**src/capture_unit_map.svh**
```systemverilog
// Purpose: offsets, field positions, reset values and codes of the capture unit
// Assumes: included by bare name
// Notes: definitions only
`ifndef CAPTURE_UNIT_MAP_SVH
`define CAPTURE_UNIT_MAP_SVH

// ****************************************
// register offsets
// ****************************************
`define ADDR_CAPTURE_CONTROL  4'h0
`define ADDR_HOLD_LOW         4'h1
`define ADDR_HOLD_HIGH        4'h2
`define ADDR_TIMER_LOW        4'h3
`define ADDR_TIMER_HIGH       4'h4
`define ADDR_TIMER_CONTROL    4'h5
`define ADDR_IRQ_STATUS       4'h6
`define ADDR_IRQ_CLEAR        4'h7
`define ADDR_IRQ_ENABLE       4'h8

// ****************************************
// fields and codes
// ****************************************
`define MODE_OFF              4'h0
`define MODE_FALL             4'h4
`define MODE_RISE             4'h5
`define MODE_RISE4            4'h6
`define MODE_RISE16           4'h7
`define MODE_CMP_HIGH         4'h8
`define MODE_CMP_LOW          4'h9
`define MODE_CMP_FLAG         4'hA
`define MODE_TRIGGER          4'hB
`define TCTRL_RUN_BIT         0
`define TCTRL_CONV_EN_BIT     1
`define IRQ_OVF_BIT           0
`define IRQ_CAPTURE_BIT       2
`define IRQ_WIDTH             3
`define PRESC_WRAP4           4'h3
`define PRESC_WRAP16          4'hF
`define RESET_BYTE            8'h00
`define RESET_WORD            16'h0000
`define TIMER_MAX             16'hFFFF

`endif

```
**src/capture_unit_pkg.sv**
```systemverilog
// Purpose: shared types of the capture unit
// Assumes: nothing
// Notes: numbers live in capture_unit_map.svh
package capture_unit_pkg;
  typedef logic [7:0]  byte_t;
  typedef logic [15:0] word_t;
  typedef logic [3:0]  addr_t;
  typedef logic [3:0]  mode_t;
endpackage : capture_unit_pkg

```
**src/edge_event_if.sv**
```systemverilog
// Purpose: carries synchronised pin edges between the capture modules
// Assumes: single clock
// Notes: pulses are one cycle wide
`timescale 1ns/100ps
`default_nettype none
interface edge_event_if;
  logic rise;
  logic fall;
  modport source (output rise, output fall);
  modport sink   (input  rise, input  fall);
endinterface : edge_event_if
`default_nettype wire

```
**src/pin_edge_sync.sv**
```systemverilog
// Purpose: three-stage pin synchroniser and edge detector
// Assumes: pin is asynchronous to clock_i
// Notes: first stage feeds only the second
`timescale 1ns/100ps
`default_nettype none
module pin_edge_sync (
  input  wire logic    clock_i,
  input  wire logic    nrst_i,
  input  wire logic    pin_i,
  edge_event_if.source edges
);
  logic [2:0] sync_reg;
  logic [2:0] sync_next;
  logic       level_reg;
  logic       level_next;

  // ****************************************
  // synchroniser and edge detect
  // ****************************************
  always_comb begin
    sync_next  = {sync_reg[1:0], pin_i};
    level_next = level_reg;
    // a change counts once stages two and three agree [RULE17]
    if (sync_reg[1] == sync_reg[2]) begin
      level_next = sync_reg[2];
    end
  end

  always_ff @(posedge clock_i or negedge nrst_i) begin
    if (!nrst_i) begin
      sync_reg  <= 3'h0;
      level_reg <= 1'b0;
    end else begin
      sync_reg  <= sync_next;
      level_reg <= level_next;
    end
  end

  assign edges.rise = level_next & ~level_reg; // [RULE17]
  assign edges.fall = ~level_next & level_reg; // [RULE17]
endmodule : pin_edge_sync
`default_nettype wire

```
**src/edge_prescaler.sv**
```systemverilog
// Purpose: selects the capture event from pin edges
// Assumes: mode comes from the control register
// Notes: counter held clear when off or not capturing
`timescale 1ns/100ps
`default_nettype none
`include "capture_unit_map.svh"
module edge_prescaler
  import capture_unit_pkg::*;
(
  input  wire logic                   clock_i,
  input  wire logic                   nrst_i,
  input  wire capture_unit_pkg::mode_t mode_i,
  edge_event_if.sink                  edges,
  output logic                        capture_o
);
  logic [3:0] count_reg;
  logic [3:0] count_next;

  always_comb begin
    count_next = count_reg;
    capture_o  = 1'b0;
    case (mode_i)
      `MODE_FALL: begin
        capture_o = edges.fall; // [RULE2]
      end
      `MODE_RISE: begin
        capture_o = edges.rise; // [RULE2]
      end
      `MODE_RISE4: begin
        // count kept across a direct change of setting [RULE10]
        if (edges.rise) begin
          count_next = (count_reg >= `PRESC_WRAP4) ? 4'h0 : count_reg + 4'h1; // [RULE18]
          capture_o  = (count_reg >= `PRESC_WRAP4); // [RULE2] [RULE18]
        end
      end
      `MODE_RISE16: begin
        if (edges.rise) begin
          count_next = count_reg + 4'h1; // [RULE18]
          capture_o  = (count_reg == `PRESC_WRAP16); // [RULE2]
        end
      end
      default: begin
        count_next = 4'h0; // off or not capture [RULE9]
      end
    endcase
  end

  always_ff @(posedge clock_i or negedge nrst_i) begin
    if (!nrst_i) begin
      count_reg <= 4'h0; // [RULE9]
    end else begin
      count_reg <= count_next;
    end
  end
endmodule : edge_prescaler
`default_nettype wire

```
**src/timer_capture_event_trigger.sv**
```systemverilog
// Purpose: capture / compare / special event trigger unit with its 16-bit timer
// Assumes: register port with read data one cycle after the read strobe
// Notes: pin level is sampled even while the pin is driven as output
//
// Chosen here: the placing of the registers and the strobed register port.
`timescale 1ns/100ps
`default_nettype none
`include "capture_unit_map.svh"

// Function
// RULE1 - a capture event copies the full 16-bit timer count into the hold pair
// RULE2 - events: each falling, each rising, every 4th or 16th rising edge by mode
// RULE3 - each capture sets the capture flag; only software clears it
// RULE4 - a newer capture overwrites an unread value with no overrun sign
// RULE5 - edges are seen from the pin level even when the pin is an output
// RULE6 - software keeps the pin an input during capture
// RULE7 - software runs the timer synchronously before using capture or trigger
// RULE8 - a mode change may raise a spurious capture flag
// RULE9 - prescaler counter cleared when off, not capturing, or on reset
// RULE10 - a direct prescaler change keeps the counter and may raise the flag
// RULE11 - software writes zero first, then the new mode, to change prescaler
// RULE12 - trigger mode on match resets the timer and requests converter start
// RULE13 - a trigger reset does not set the overflow flag
// RULE14 - a timer write in the trigger cycle wins over the reset
// RULE15 - in trigger mode the hold pair acts as the timer period
// RULE16 - compare modes match hold pair against timer and set the flag
// RULE17 - pin synchronised before edge detection, one pulse per edge
// RULE18 - 4 and 16 edge prescaler counts rising edges, capture on wrap
module timer_capture_event_trigger
  import capture_unit_pkg::*;
(
  input  wire logic                    clock_i,
  input  wire logic                    nrst_i,
  input  wire capture_unit_pkg::addr_t addr_i,
  input  wire capture_unit_pkg::byte_t wdata_i,
  input  wire logic                    wr_i,
  input  wire logic                    rd_i,
  output logic [7:0]                   rdata_o,
  input  wire logic                    capture_pin_i,
  output logic                         compare_pin_o,
  output logic                         compare_pin_oe_n_o,
  output logic                         convert_start_o,
  output logic                         irq_o
);
  import capture_unit_pkg::*;

  // ****************************************
  // state
  // ****************************************
  mode_t                 mode_reg;
  mode_t                 mode_next;
  word_t                 hold_reg;
  word_t                 hold_next;
  word_t                 timer_reg;
  word_t                 timer_next;
  byte_t                 tctrl_reg;
  byte_t                 tctrl_next;
  logic [`IRQ_WIDTH-1:0] status_reg;
  logic [`IRQ_WIDTH-1:0] status_next;
  logic [`IRQ_WIDTH-1:0] enable_reg;
  logic [`IRQ_WIDTH-1:0] enable_next;
  byte_t                 rdata_reg;
  byte_t                 rdata_next;
  logic                  pin_reg;
  logic                  pin_next;
  logic                  oe_n_reg;
  logic                  oe_n_next;
  logic                  conv_reg;
  logic                  conv_next;
  logic                  irq_reg;
  logic                  irq_next;
  logic                  capture_evt;
  logic                  match;
  logic                  compare_mode;
  logic                  trigger;
  logic                  timer_wr;
  logic                  overflow;
  logic [`IRQ_WIDTH-1:0] set_evt;

  edge_event_if edges ();

  // ****************************************
  // pin edges and prescaler
  // ****************************************
  // pin read directly, whether driven by the port or not [RULE5]
  pin_edge_sync u_sync (
    .clock_i (clock_i),
    .nrst_i  (nrst_i),
    .pin_i   (capture_pin_i),
    .edges   (edges)
  );

  edge_prescaler u_presc (
    .clock_i   (clock_i),
    .nrst_i    (nrst_i),
    .mode_i    (mode_reg),
    .edges     (edges),
    .capture_o (capture_evt)
  );

  // ****************************************
  // timer, compare and trigger
  // ****************************************
  always_comb begin
    compare_mode = mode_reg[3];
    match        = compare_mode && (hold_reg == timer_reg); // [RULE16]
    trigger      = match && (mode_reg == `MODE_TRIGGER); // [RULE12] [RULE15]
    timer_wr     = wr_i && ((addr_i == `ADDR_TIMER_LOW) || (addr_i == `ADDR_TIMER_HIGH));
    overflow     = 1'b0;
    timer_next   = timer_reg;
    if (timer_wr) begin
      // software write beats the trigger reset [RULE14]
      if (addr_i == `ADDR_TIMER_LOW) begin
        timer_next = {timer_reg[15:8], wdata_i};
      end else begin
        timer_next = {wdata_i, timer_reg[7:0]};
      end
    end else if (trigger) begin
      timer_next = `RESET_WORD; // no overflow flag here [RULE12] [RULE13]
    end else if (tctrl_reg[`TCTRL_RUN_BIT]) begin
      timer_next = timer_reg + 16'h0001;
      overflow   = (timer_reg == `TIMER_MAX);
    end
    // capture only in capture modes; new value overwrites old [RULE1] [RULE4]
    hold_next = hold_reg;
    if (capture_evt) begin
      hold_next = timer_reg; // [RULE1] [RULE4]
    end else if (wr_i && (addr_i == `ADDR_HOLD_LOW)) begin
      hold_next = {hold_reg[15:8], wdata_i};
    end else if (wr_i && (addr_i == `ADDR_HOLD_HIGH)) begin
      hold_next = {wdata_i, hold_reg[7:0]};
    end
    // compare pin action
    pin_next  = pin_reg;
    oe_n_next = ~(compare_mode && (mode_reg != `MODE_CMP_FLAG) && (mode_reg != `MODE_TRIGGER));
    if (match && (mode_reg == `MODE_CMP_HIGH)) begin
      pin_next = 1'b1;
    end else if (match && (mode_reg == `MODE_CMP_LOW)) begin
      pin_next = 1'b0;
    end
    conv_next = trigger && tctrl_reg[`TCTRL_CONV_EN_BIT]; // [RULE12]
  end

  // ****************************************
  // registers and interrupts
  // ****************************************
  always_comb begin
    mode_next   = mode_reg;
    tctrl_next  = tctrl_reg;
    enable_next = enable_reg;
    // a mode change is not masked; it may look like a capture [RULE8] [RULE10]
    if (wr_i && (addr_i == `ADDR_CAPTURE_CONTROL)) begin
      mode_next = wdata_i[3:0];
    end
    if (wr_i && (addr_i == `ADDR_TIMER_CONTROL)) begin
      tctrl_next = wdata_i;
    end
    if (wr_i && (addr_i == `ADDR_IRQ_ENABLE)) begin
      enable_next = wdata_i[`IRQ_WIDTH-1:0];
    end
    set_evt                   = '0;
    set_evt[`IRQ_OVF_BIT]     = overflow;
    set_evt[`IRQ_CAPTURE_BIT] = capture_evt | match; // [RULE3] [RULE16]
    status_next = status_reg;
    // clear first so a same-cycle event still sets [RULE3]
    if (wr_i && (addr_i == `ADDR_IRQ_CLEAR)) begin
      status_next = status_next & ~wdata_i[`IRQ_WIDTH-1:0];
    end
    status_next = status_next | set_evt;
    irq_next    = |(status_next & enable_next);
    rdata_next  = `RESET_BYTE;
    if (rd_i) begin
      case (addr_i)
        `ADDR_CAPTURE_CONTROL: rdata_next = {4'h0, mode_reg};
        `ADDR_HOLD_LOW:        rdata_next = hold_reg[7:0];
        `ADDR_HOLD_HIGH:       rdata_next = hold_reg[15:8];
        `ADDR_TIMER_LOW:       rdata_next = timer_reg[7:0];
        `ADDR_TIMER_HIGH:      rdata_next = timer_reg[15:8];
        `ADDR_TIMER_CONTROL:   rdata_next = tctrl_reg;
        `ADDR_IRQ_STATUS:      rdata_next = {5'h00, status_reg};
        `ADDR_IRQ_ENABLE:      rdata_next = {5'h00, enable_reg};
        default:               rdata_next = `RESET_BYTE;
      endcase
    end
  end

  always_ff @(posedge clock_i or negedge nrst_i) begin
    if (!nrst_i) begin
      mode_reg   <= `MODE_OFF;
      hold_reg   <= `RESET_WORD;
      timer_reg  <= `RESET_WORD;
      tctrl_reg  <= `RESET_BYTE;
      status_reg <= '0;
      enable_reg <= '0;
      rdata_reg  <= `RESET_BYTE;
      pin_reg    <= 1'b0;
      oe_n_reg   <= 1'b1;
      conv_reg   <= 1'b0;
      irq_reg    <= 1'b0;
    end else begin
      mode_reg   <= mode_next;
      hold_reg   <= hold_next;
      timer_reg  <= timer_next;
      tctrl_reg  <= tctrl_next;
      status_reg <= status_next;
      enable_reg <= enable_next;
      rdata_reg  <= rdata_next;
      pin_reg    <= pin_next;
      oe_n_reg   <= oe_n_next;
      conv_reg   <= conv_next;
      irq_reg    <= irq_next;
    end
  end

  assign rdata_o            = rdata_reg;
  assign compare_pin_o      = pin_reg;
  assign compare_pin_oe_n_o = oe_n_reg;
  assign convert_start_o    = conv_reg;
  assign irq_o              = irq_reg;
endmodule : timer_capture_event_trigger
`default_nettype wire

```
**config.mk**
```make
export PLATFORM = sky130hd
export DESIGN_NAME = timer_capture_event_trigger
export DESIGN_NICKNAME = d
export VERILOG_FILES = /design/src/capture_unit_pkg.sv /design/src/edge_event_if.sv /design/src/pin_edge_sync.sv /design/src/edge_prescaler.sv /design/src/timer_capture_event_trigger.sv
export VERILOG_INCLUDE_DIRS = /design/src
export SDC_FILE = /design/constraint.sdc
export NUM_CORES = 1
export LEC_CHECK = 0
export ABC_AREA = 1
export BUFFER_PORTS_ARGS = -buffer_cell sky130_fd_sc_hd__buf_2
export CORE_MARGIN = 2
export CORE_UTILIZATION = 42
export CTS_CLUSTER_SIZE = 16
export DETAILED_ROUTE_END_ITERATION = 8
export PLACE_DENSITY = 0.69
export REMOVE_ABC_BUFFERS = 1
export SYNTH_ARGS = -nofsm -noshare
export SYNTH_HDL_FRONTEND = slang
export SYNTH_SLANG_ARGS = --single-unit
```
**constraint.sdc**
```tcl
create_clock -name clock_i -period 2.48 [get_ports clock_i]
set_clock_uncertainty 0.15 [all_clocks]
set_input_delay 0.372 -clock clock_i [delete_from_list [all_inputs] [get_ports clock_i]]
set_output_delay 0.372 -clock clock_i [all_outputs]
set_load 0.02 [all_outputs]
```
* After elaboration in Yosys (flattened, before gate mapping)
Cells that the tools add are included.
** Storage, ports and cells
- Output and inout bits :: 12
- Input bits :: 17
- Logic and storage cells :: 106
- Register bits :: 70
** Operators by class
- $lt $le $gt $ge :: 1
- Mux-type cells :: 24
- Reduce and logical (&&, ||, !) cells :: 26
- Add/sub/neg operators :: 2
- Equality and inequality tests :: 26
- Bitwise gates (word level) :: 11
** Operator list (number)
- $mux W16 :: 7
- $pmux W8 S8 :: 1
- $eq A4 B3 Y1 const B :: 8
- $eq A4 B4 Y1 const B :: 5
- $add A16 B1 Y16 const B :: 1
- $eq A16 B16 Y1 :: 1
- $eq A16 B16 Y1 const B :: 1
- $logic_and A1 B1 Y1 :: 14
- $mux W4 :: 3
- $pmux W4 S3 :: 1
- $eq A4 B2 Y1 const B :: 2
- $mux W1 :: 8
- $mux W8 :: 1
- $ne A4 B4 Y1 const B :: 2
- $and A3 B3 Y3 :: 2
- $mux W3 :: 2
- $ne A2 B1 Y1 const B :: 3
- $reduce_and A2 Y1 :: 3
- $reduce_bool A2 Y1 :: 3
- $add A4 B1 Y4 const B :: 1
- $eq A4 B1 Y1 const B :: 1
- $ge A4 B2 Y1 const B :: 1
- $logic_not A4 Y1 :: 1
- $ne A2 B2 Y1 const B :: 2
- other kinds (12) :: 16

* Logic depth before layout (Yosys ltp)
- Depth in word-level cells :: 9
- Gate-level depth with buffers :: 13
- Depth with buffers taken out :: 13

* By module
From an unflattened synthesis, not the netlist that was laid out.
** Unflattened totals
- Cells, all modules :: 597
- Area total of the unflattened synthesis :: 4251.6 sq um
** Modules (own cells, without submodules)
- timer_capture_event_trigger :: times used 1, sequential area each 1552.7 sq um, cells each 540, area an instance 3817.4 sq um
- edge_prescaler :: times used 1, sequential area each 100.1 sq um, cells each 46, area an instance 302.8 sq um
- pin_edge_sync :: times used 1, sequential area each 100.1 sq um, cells each 11, area an instance 131.4 sq um

* Worst setup path before layout
Ideal clock, no wire load.
- Path type :: register to register
- Start point :: reg u_presc.count_reg[0]
- End point :: reg hold_reg[10]
- Arrival :: 1.547 ns
- Setup slack :: 0.696 ns
- Required time :: 2.243 ns
- Path buffers :: 0
- Setup time :: 0.087 ns
- Stages on the path, launching flop included :: 11
- Clock period less this slack :: 1.784 ns
- Cells stage by stage :: dfrtp_1 -> ha_1 -> nor2_1 -> nand2_1 -> nand4_1 -> nand3_1 -> nand3_2 -> inv_1 -> nor2_1 -> nand2_1 -> o211ai_1
** Between the ends
- Longest elaborated chain between the ends :: 5
- Elaborated cells between the ends (all ways) :: 9
- Classes of those cells :: order compare (1); eq/ne (2); mux (4); reduce/logical (2)
** RTL lines
- from (decl) :: RTL line edge_prescaler.sv:16 : logic [3:0] count_reg;
- from (signal assigned) :: RTL line edge_prescaler.sv:52 : count_reg <= count_next;
- $ge A4 B2 Y1 (no line) or $eq A4 B4 Y1 (tied branches)
- $mux W1, on equally long branches :: RTL line edge_prescaler.sv:31, edge_prescaler.sv:37
- $pmux W1 S4 * :: RTL line edge_prescaler.sv:22 : case (mode_i)
- $ne A2 B2 Y1 (no line) or $reduce_bool A2 Y1 (tied branches)
- $reduce_and A2 Y1 (no line)
- to (signal assigned) :: RTL line timer_capture_event_trigger.sv:190 : hold_reg <= `RESET_WORD;
- to (signal assigned) :: RTL line timer_capture_event_trigger.sv:202 : hold_reg <= hold_next;
- to (decl) :: RTL line timer_capture_event_trigger.sv:52 : word_t hold_reg;
Mark *: on every way between the ends. The rest lies on a longest branch, timed or not.
A chain may end at the register's enable or synchronous reset.

* Worst setup path after layout
- Start point :: reg timer_reg[8]
- End point :: reg timer_reg[10]
** Between the ends
- Longest elaborated chain between the ends :: 5
- Elaborated cells between the ends (all ways) :: 9
- Classes of those cells :: add/sub (1); eq/ne (1); mux (3); reduce/logical (4)
** RTL lines
- from (decl) :: RTL line timer_capture_event_trigger.sv:54 : word_t timer_reg;
- from (signal assigned) :: RTL line timer_capture_event_trigger.sv:191 : timer_reg <= `RESET_WORD;
- from (signal assigned) :: RTL line timer_capture_event_trigger.sv:203 : timer_reg <= timer_next;
- parallel branches: the longest is 5 deep, another holds $add A16 B1 Y16
Parallel ways; which one is timed is not known. The select of a mux whose other input is x is not followed.

==> reports/results.tsv <==
metric	value	unit
vias post-DR	4270	
final cycle utilization of the critical path	0.894	
post-synthesis sequential area ratio	0.414	
post-synth cell types	38	
post-route minimum period	2220	ps
Pre-antenna DRT Iters	5	
layout cells sized above 1	0.125	
clock sinks	70	
Gate power share	0.362	
cells on worst reg2reg path	12	
worst-margin pin slew	654	ps
initial antenna violation count	0	
vias in the first global route	4020	
core footprint	9770	µm²
outcome	finished, final reports clean	
crit path cell chain	inv_2 -> nand2_1 -> nand2_1 -> nor2_1 -> nand3_1 -> nor2_1 -> nand4_2 -> nand2_2 -> nand2_4 -> nand2_2 -> nand2_1 -> nand2_1	
die width	104	µm
reg2reg setup slack	260	ps
crit path DAT	2370	ps
Levels on crit path	12	
cell area after synthesis	4230	µm²
RSZ-0062 raised after global routing	no	
maximum VDD drop	554	µV
WS Path Type	register to register	
Final Hold Vio Count	0	
Post-synth EDFFs	0	
multi-input logic area	2130	µm²
final WL	12900	µm
Die H	104	µm
DR WL/cell	16.4	µm
pwr/cell area	873	nW/µm²
critical path buffer and inverter count	1	
root buf cell	clkbuf_8	
register area	1750	µm²
Most used DFF post-synth	dfrtp_1	
Clock power frac	0.222	
Clock transition at path regs	80	ps
pin count of the biggest net entering global routing	47	
nets@finish	664	
Slew Limit Headroom	0.564	
Slew Limit Fails	0	
Largest delay share family, worst path	simple AND/OR/NAND/NOR gates	
CTS tree	built	
final HPWL from detailed placement	9470	µm
Residual DRC	0	
HP Class	primary input to register	
Initial Util	0.433	
delay of the slowest critical-path stage	520	ps
cell count after synthesis	602	
global-route wire length before repair	20900	µm
Post-Synth Simple-Gate Area	0.357	
internal power	2.40	mW
row cnt	36	
final setup TNS	0	ps
Synth Area in XOR/XNOR	0.0207	
mux cell area share after synthesis	0.00237	
CP dominant cell by count	nand2_1	
MaxCap Viol Count	0	
Post-synth ARST share	1.00	
GRT Total Usage	0.245	
Net Sw Frac	0.428	
CP max-delay cell	dfrtp_1	
Switch Pwr	1.79	mW
Port Buf Inserts	28	
post-route ant nets	0	
vias per cell	5.45	
number of diodes	0	
syn avg cell area	7.03	µm²
Synth Area in Compound Gates	0.117	
Syn-to-layout area delta	13.3	%
IO Count	29	
Setup crit end kind	register	
worst-path fanout max	18	
CTS Buffer Depth	2	
Yosys warning total	0	
leak pwr	2.48	nW
Worst Path Required	2630	ps
CP Launch Type	register	
Congestion Overflow GR	0	
H-tree depth	3	
largest family of logic cells by synthesized area	simple AND/OR/NAND/NOR gates	
Die Area	10900	µm²
DR iter-0 viols	526	
flops & latches, synth	70	
total CTS buffers	9	
Hold Path Depth	3	
FMAX	451	MHz
worst hold slack	176	ps
gpl congestion	0.986	
Post-Synth Adder-Cell Area	0.00592	
Final Non-Filler Cells	783	
final number of setup-violating endpoints	0	
DP Cell Count	765	
# fillers	1000	
Worst-Skew Late Latency	360	ps
Seq pwr share	0.415	
-- cell usage in the layout, fill, tap and decap left out, types with 3 or more instances in the layout --
master,synthesis,final
nand2_1,213,213
inv_1,70,70
dfrtp_1,69,69
nand3_1,54,54
nor2_1,47,47
buf_2,4,27
o21ai_0,20,20
a21oi_1,16,16
o22ai_1,14,14
nand4_1,10,10
buf_4,0,10
o221ai_1,9,9
xor2_1,9,9
clkbuf_8,0,9
inv_2,8,8
o211ai_1,8,8
nor3_1,7,7
nor2_2,5,5
clkinv_2,3,5
nand2_4,4,4
nand2_2,4,4
a211oi_1,3,3
o21ai_1,3,3
clkinvlp_4,0,3
-- area by class of cell --
| cell class | count | share of cell area |
|---|---|---|
| well taps | 133 | 0.0347 |
| repair buffers | 40 | 0.0522 |
| inverters | 81 | 0.0642 |
| flip-flops and latches | 70 | 0.366 |
| clock buffers | 10 | 0.0266 |
| clock inverters | 6 | 0.0131 |
| multi-input cells | 443 | 0.443 |
-- logic make-up (layout without fill, tap and decap cells) --
| kind of cell | after synthesis | after routing |
|---|---|---|
| compound gates | 79 | 79 |
| xor+xnor | 10 | 10 |
| fa+ha+maj | 2 | 2 |
| buf+inv | 89 | 137 |
| flops | 70 | 70 |
| mux | 1 | 1 |
| simple gates | 351 | 351 |
-- routing by layer --
metal  vias to the layer above  share of wire  wire length [µm]  GRT usage
met5                         -              0                 0          0
li1                       2044              -                 -          -
met2                       207           0.43              5580      0.364
met1                      1973           0.44              5640      0.341
met3                        46          0.089              1140     0.0545
met4                         0          0.040               516      0.106
-- power by group through the flow --
stage | Combinational [mW] | Sequential (mW) | Clock (mW)
floorplan | 1.06 | 1.67 | 0
global placement | 1.47 | 1.73 | 0
detailed placement | 1.48 | 1.75 | 0
CTS | 1.49 | 1.72 | 0.941
global route | 1.73 | 1.77 | 1.00
finish | 1.52 | 1.74 | 0.931
-- synth_stat cells (2+ instances only) --
cell type | instances | area share
a211oi_1 | 3 | 0.0053
a21oi_1 | 16 | 0.019
a221oi_1 | 2 | 0.0041
a41oi_1 | 2 | 0.0041
buf_2 | 4 | 0.0047
clkbuf_1 | 2 | 0.0018
clkinv_2 | 3 | 0.0035
dfrtp_1 | 69 | 0.41
ha_1 | 2 | 0.0059
inv_1 | 70 | 0.062
inv_2 | 8 | 0.0071
nand2_1 | 213 | 0.19
nand2_2 | 4 | 0.0059
nand2_4 | 4 | 0.011
nand3_1 | 54 | 0.064
nand3b_1 | 2 | 0.0035
nand4_1 | 10 | 0.015
nor2_1 | 47 | 0.042
nor2_2 | 5 | 0.0074
nor3_1 | 7 | 0.0083
o211ai_1 | 8 | 0.014
o21ai_0 | 20 | 0.024
o21ai_1 | 3 | 0.0035
o221ai_1 | 9 | 0.019
o22ai_1 | 14 | 0.021
xor2_1 | 9 | 0.019
-- metrics by stage --
| step | area, µm² | utilization | setup WS [ps] | total power [mW] |
|---|---|---|---|---|
| global route | 4790 | 0.490 | 33.4 | 4.51 |
| floorplan | 4190 | - | 562 | 2.74 |
| global placement | 4580 | 0.469 | 352 | 3.20 |
| finish | 4790 | 0.490 | 262 | 4.19 |
| CTS | 4790 | 0.490 | 287 | 4.16 |
| detailed placement | 4580 | 0.469 | 316 | 3.22 |
-- path summary, 6_finish.rpt --
check,endpoint,startpoint
worst max-delay path,timer_reg[10]$_DFFE_PN0P_,timer_reg[8]$_DFFE_PN0P_
worst min-delay path,tctrl_reg[6]$_DFFE_PN0P_,wdata_i[6]
worst max register to register,timer_reg[10]$_DFFE_PN0P_,timer_reg[8]$_DFFE_PN0P_
worst min register to register,u_sync.sync_reg[1]$_DFF_PN0_,u_sync.sync_reg[0]$_DFF_PN0_
max in group asynchronous,compare_pin_oe_n_o$_DFF_PN1_,nrst_i
min in group asynchronous,rdata_o[7]$_DFF_PN0_,nrst_i
-- timing repair --
| action | CTS | global route |
|---|---|---|
| endpoints found under the hold margin | 46 | 0 |
| setup endpoints to repair | 0 | 0 |
| setup buffers | 0 | 0 |
| hold buffers | 2 | 0 |
| gates resized for setup | 0 | 0 |
-- tightest hold or removal path: stages --
cell	delay (ps)
buf_2	150
nand2_1	70
o21ai_1	50
No activity file was read; power rests on OpenSTA's default activity.
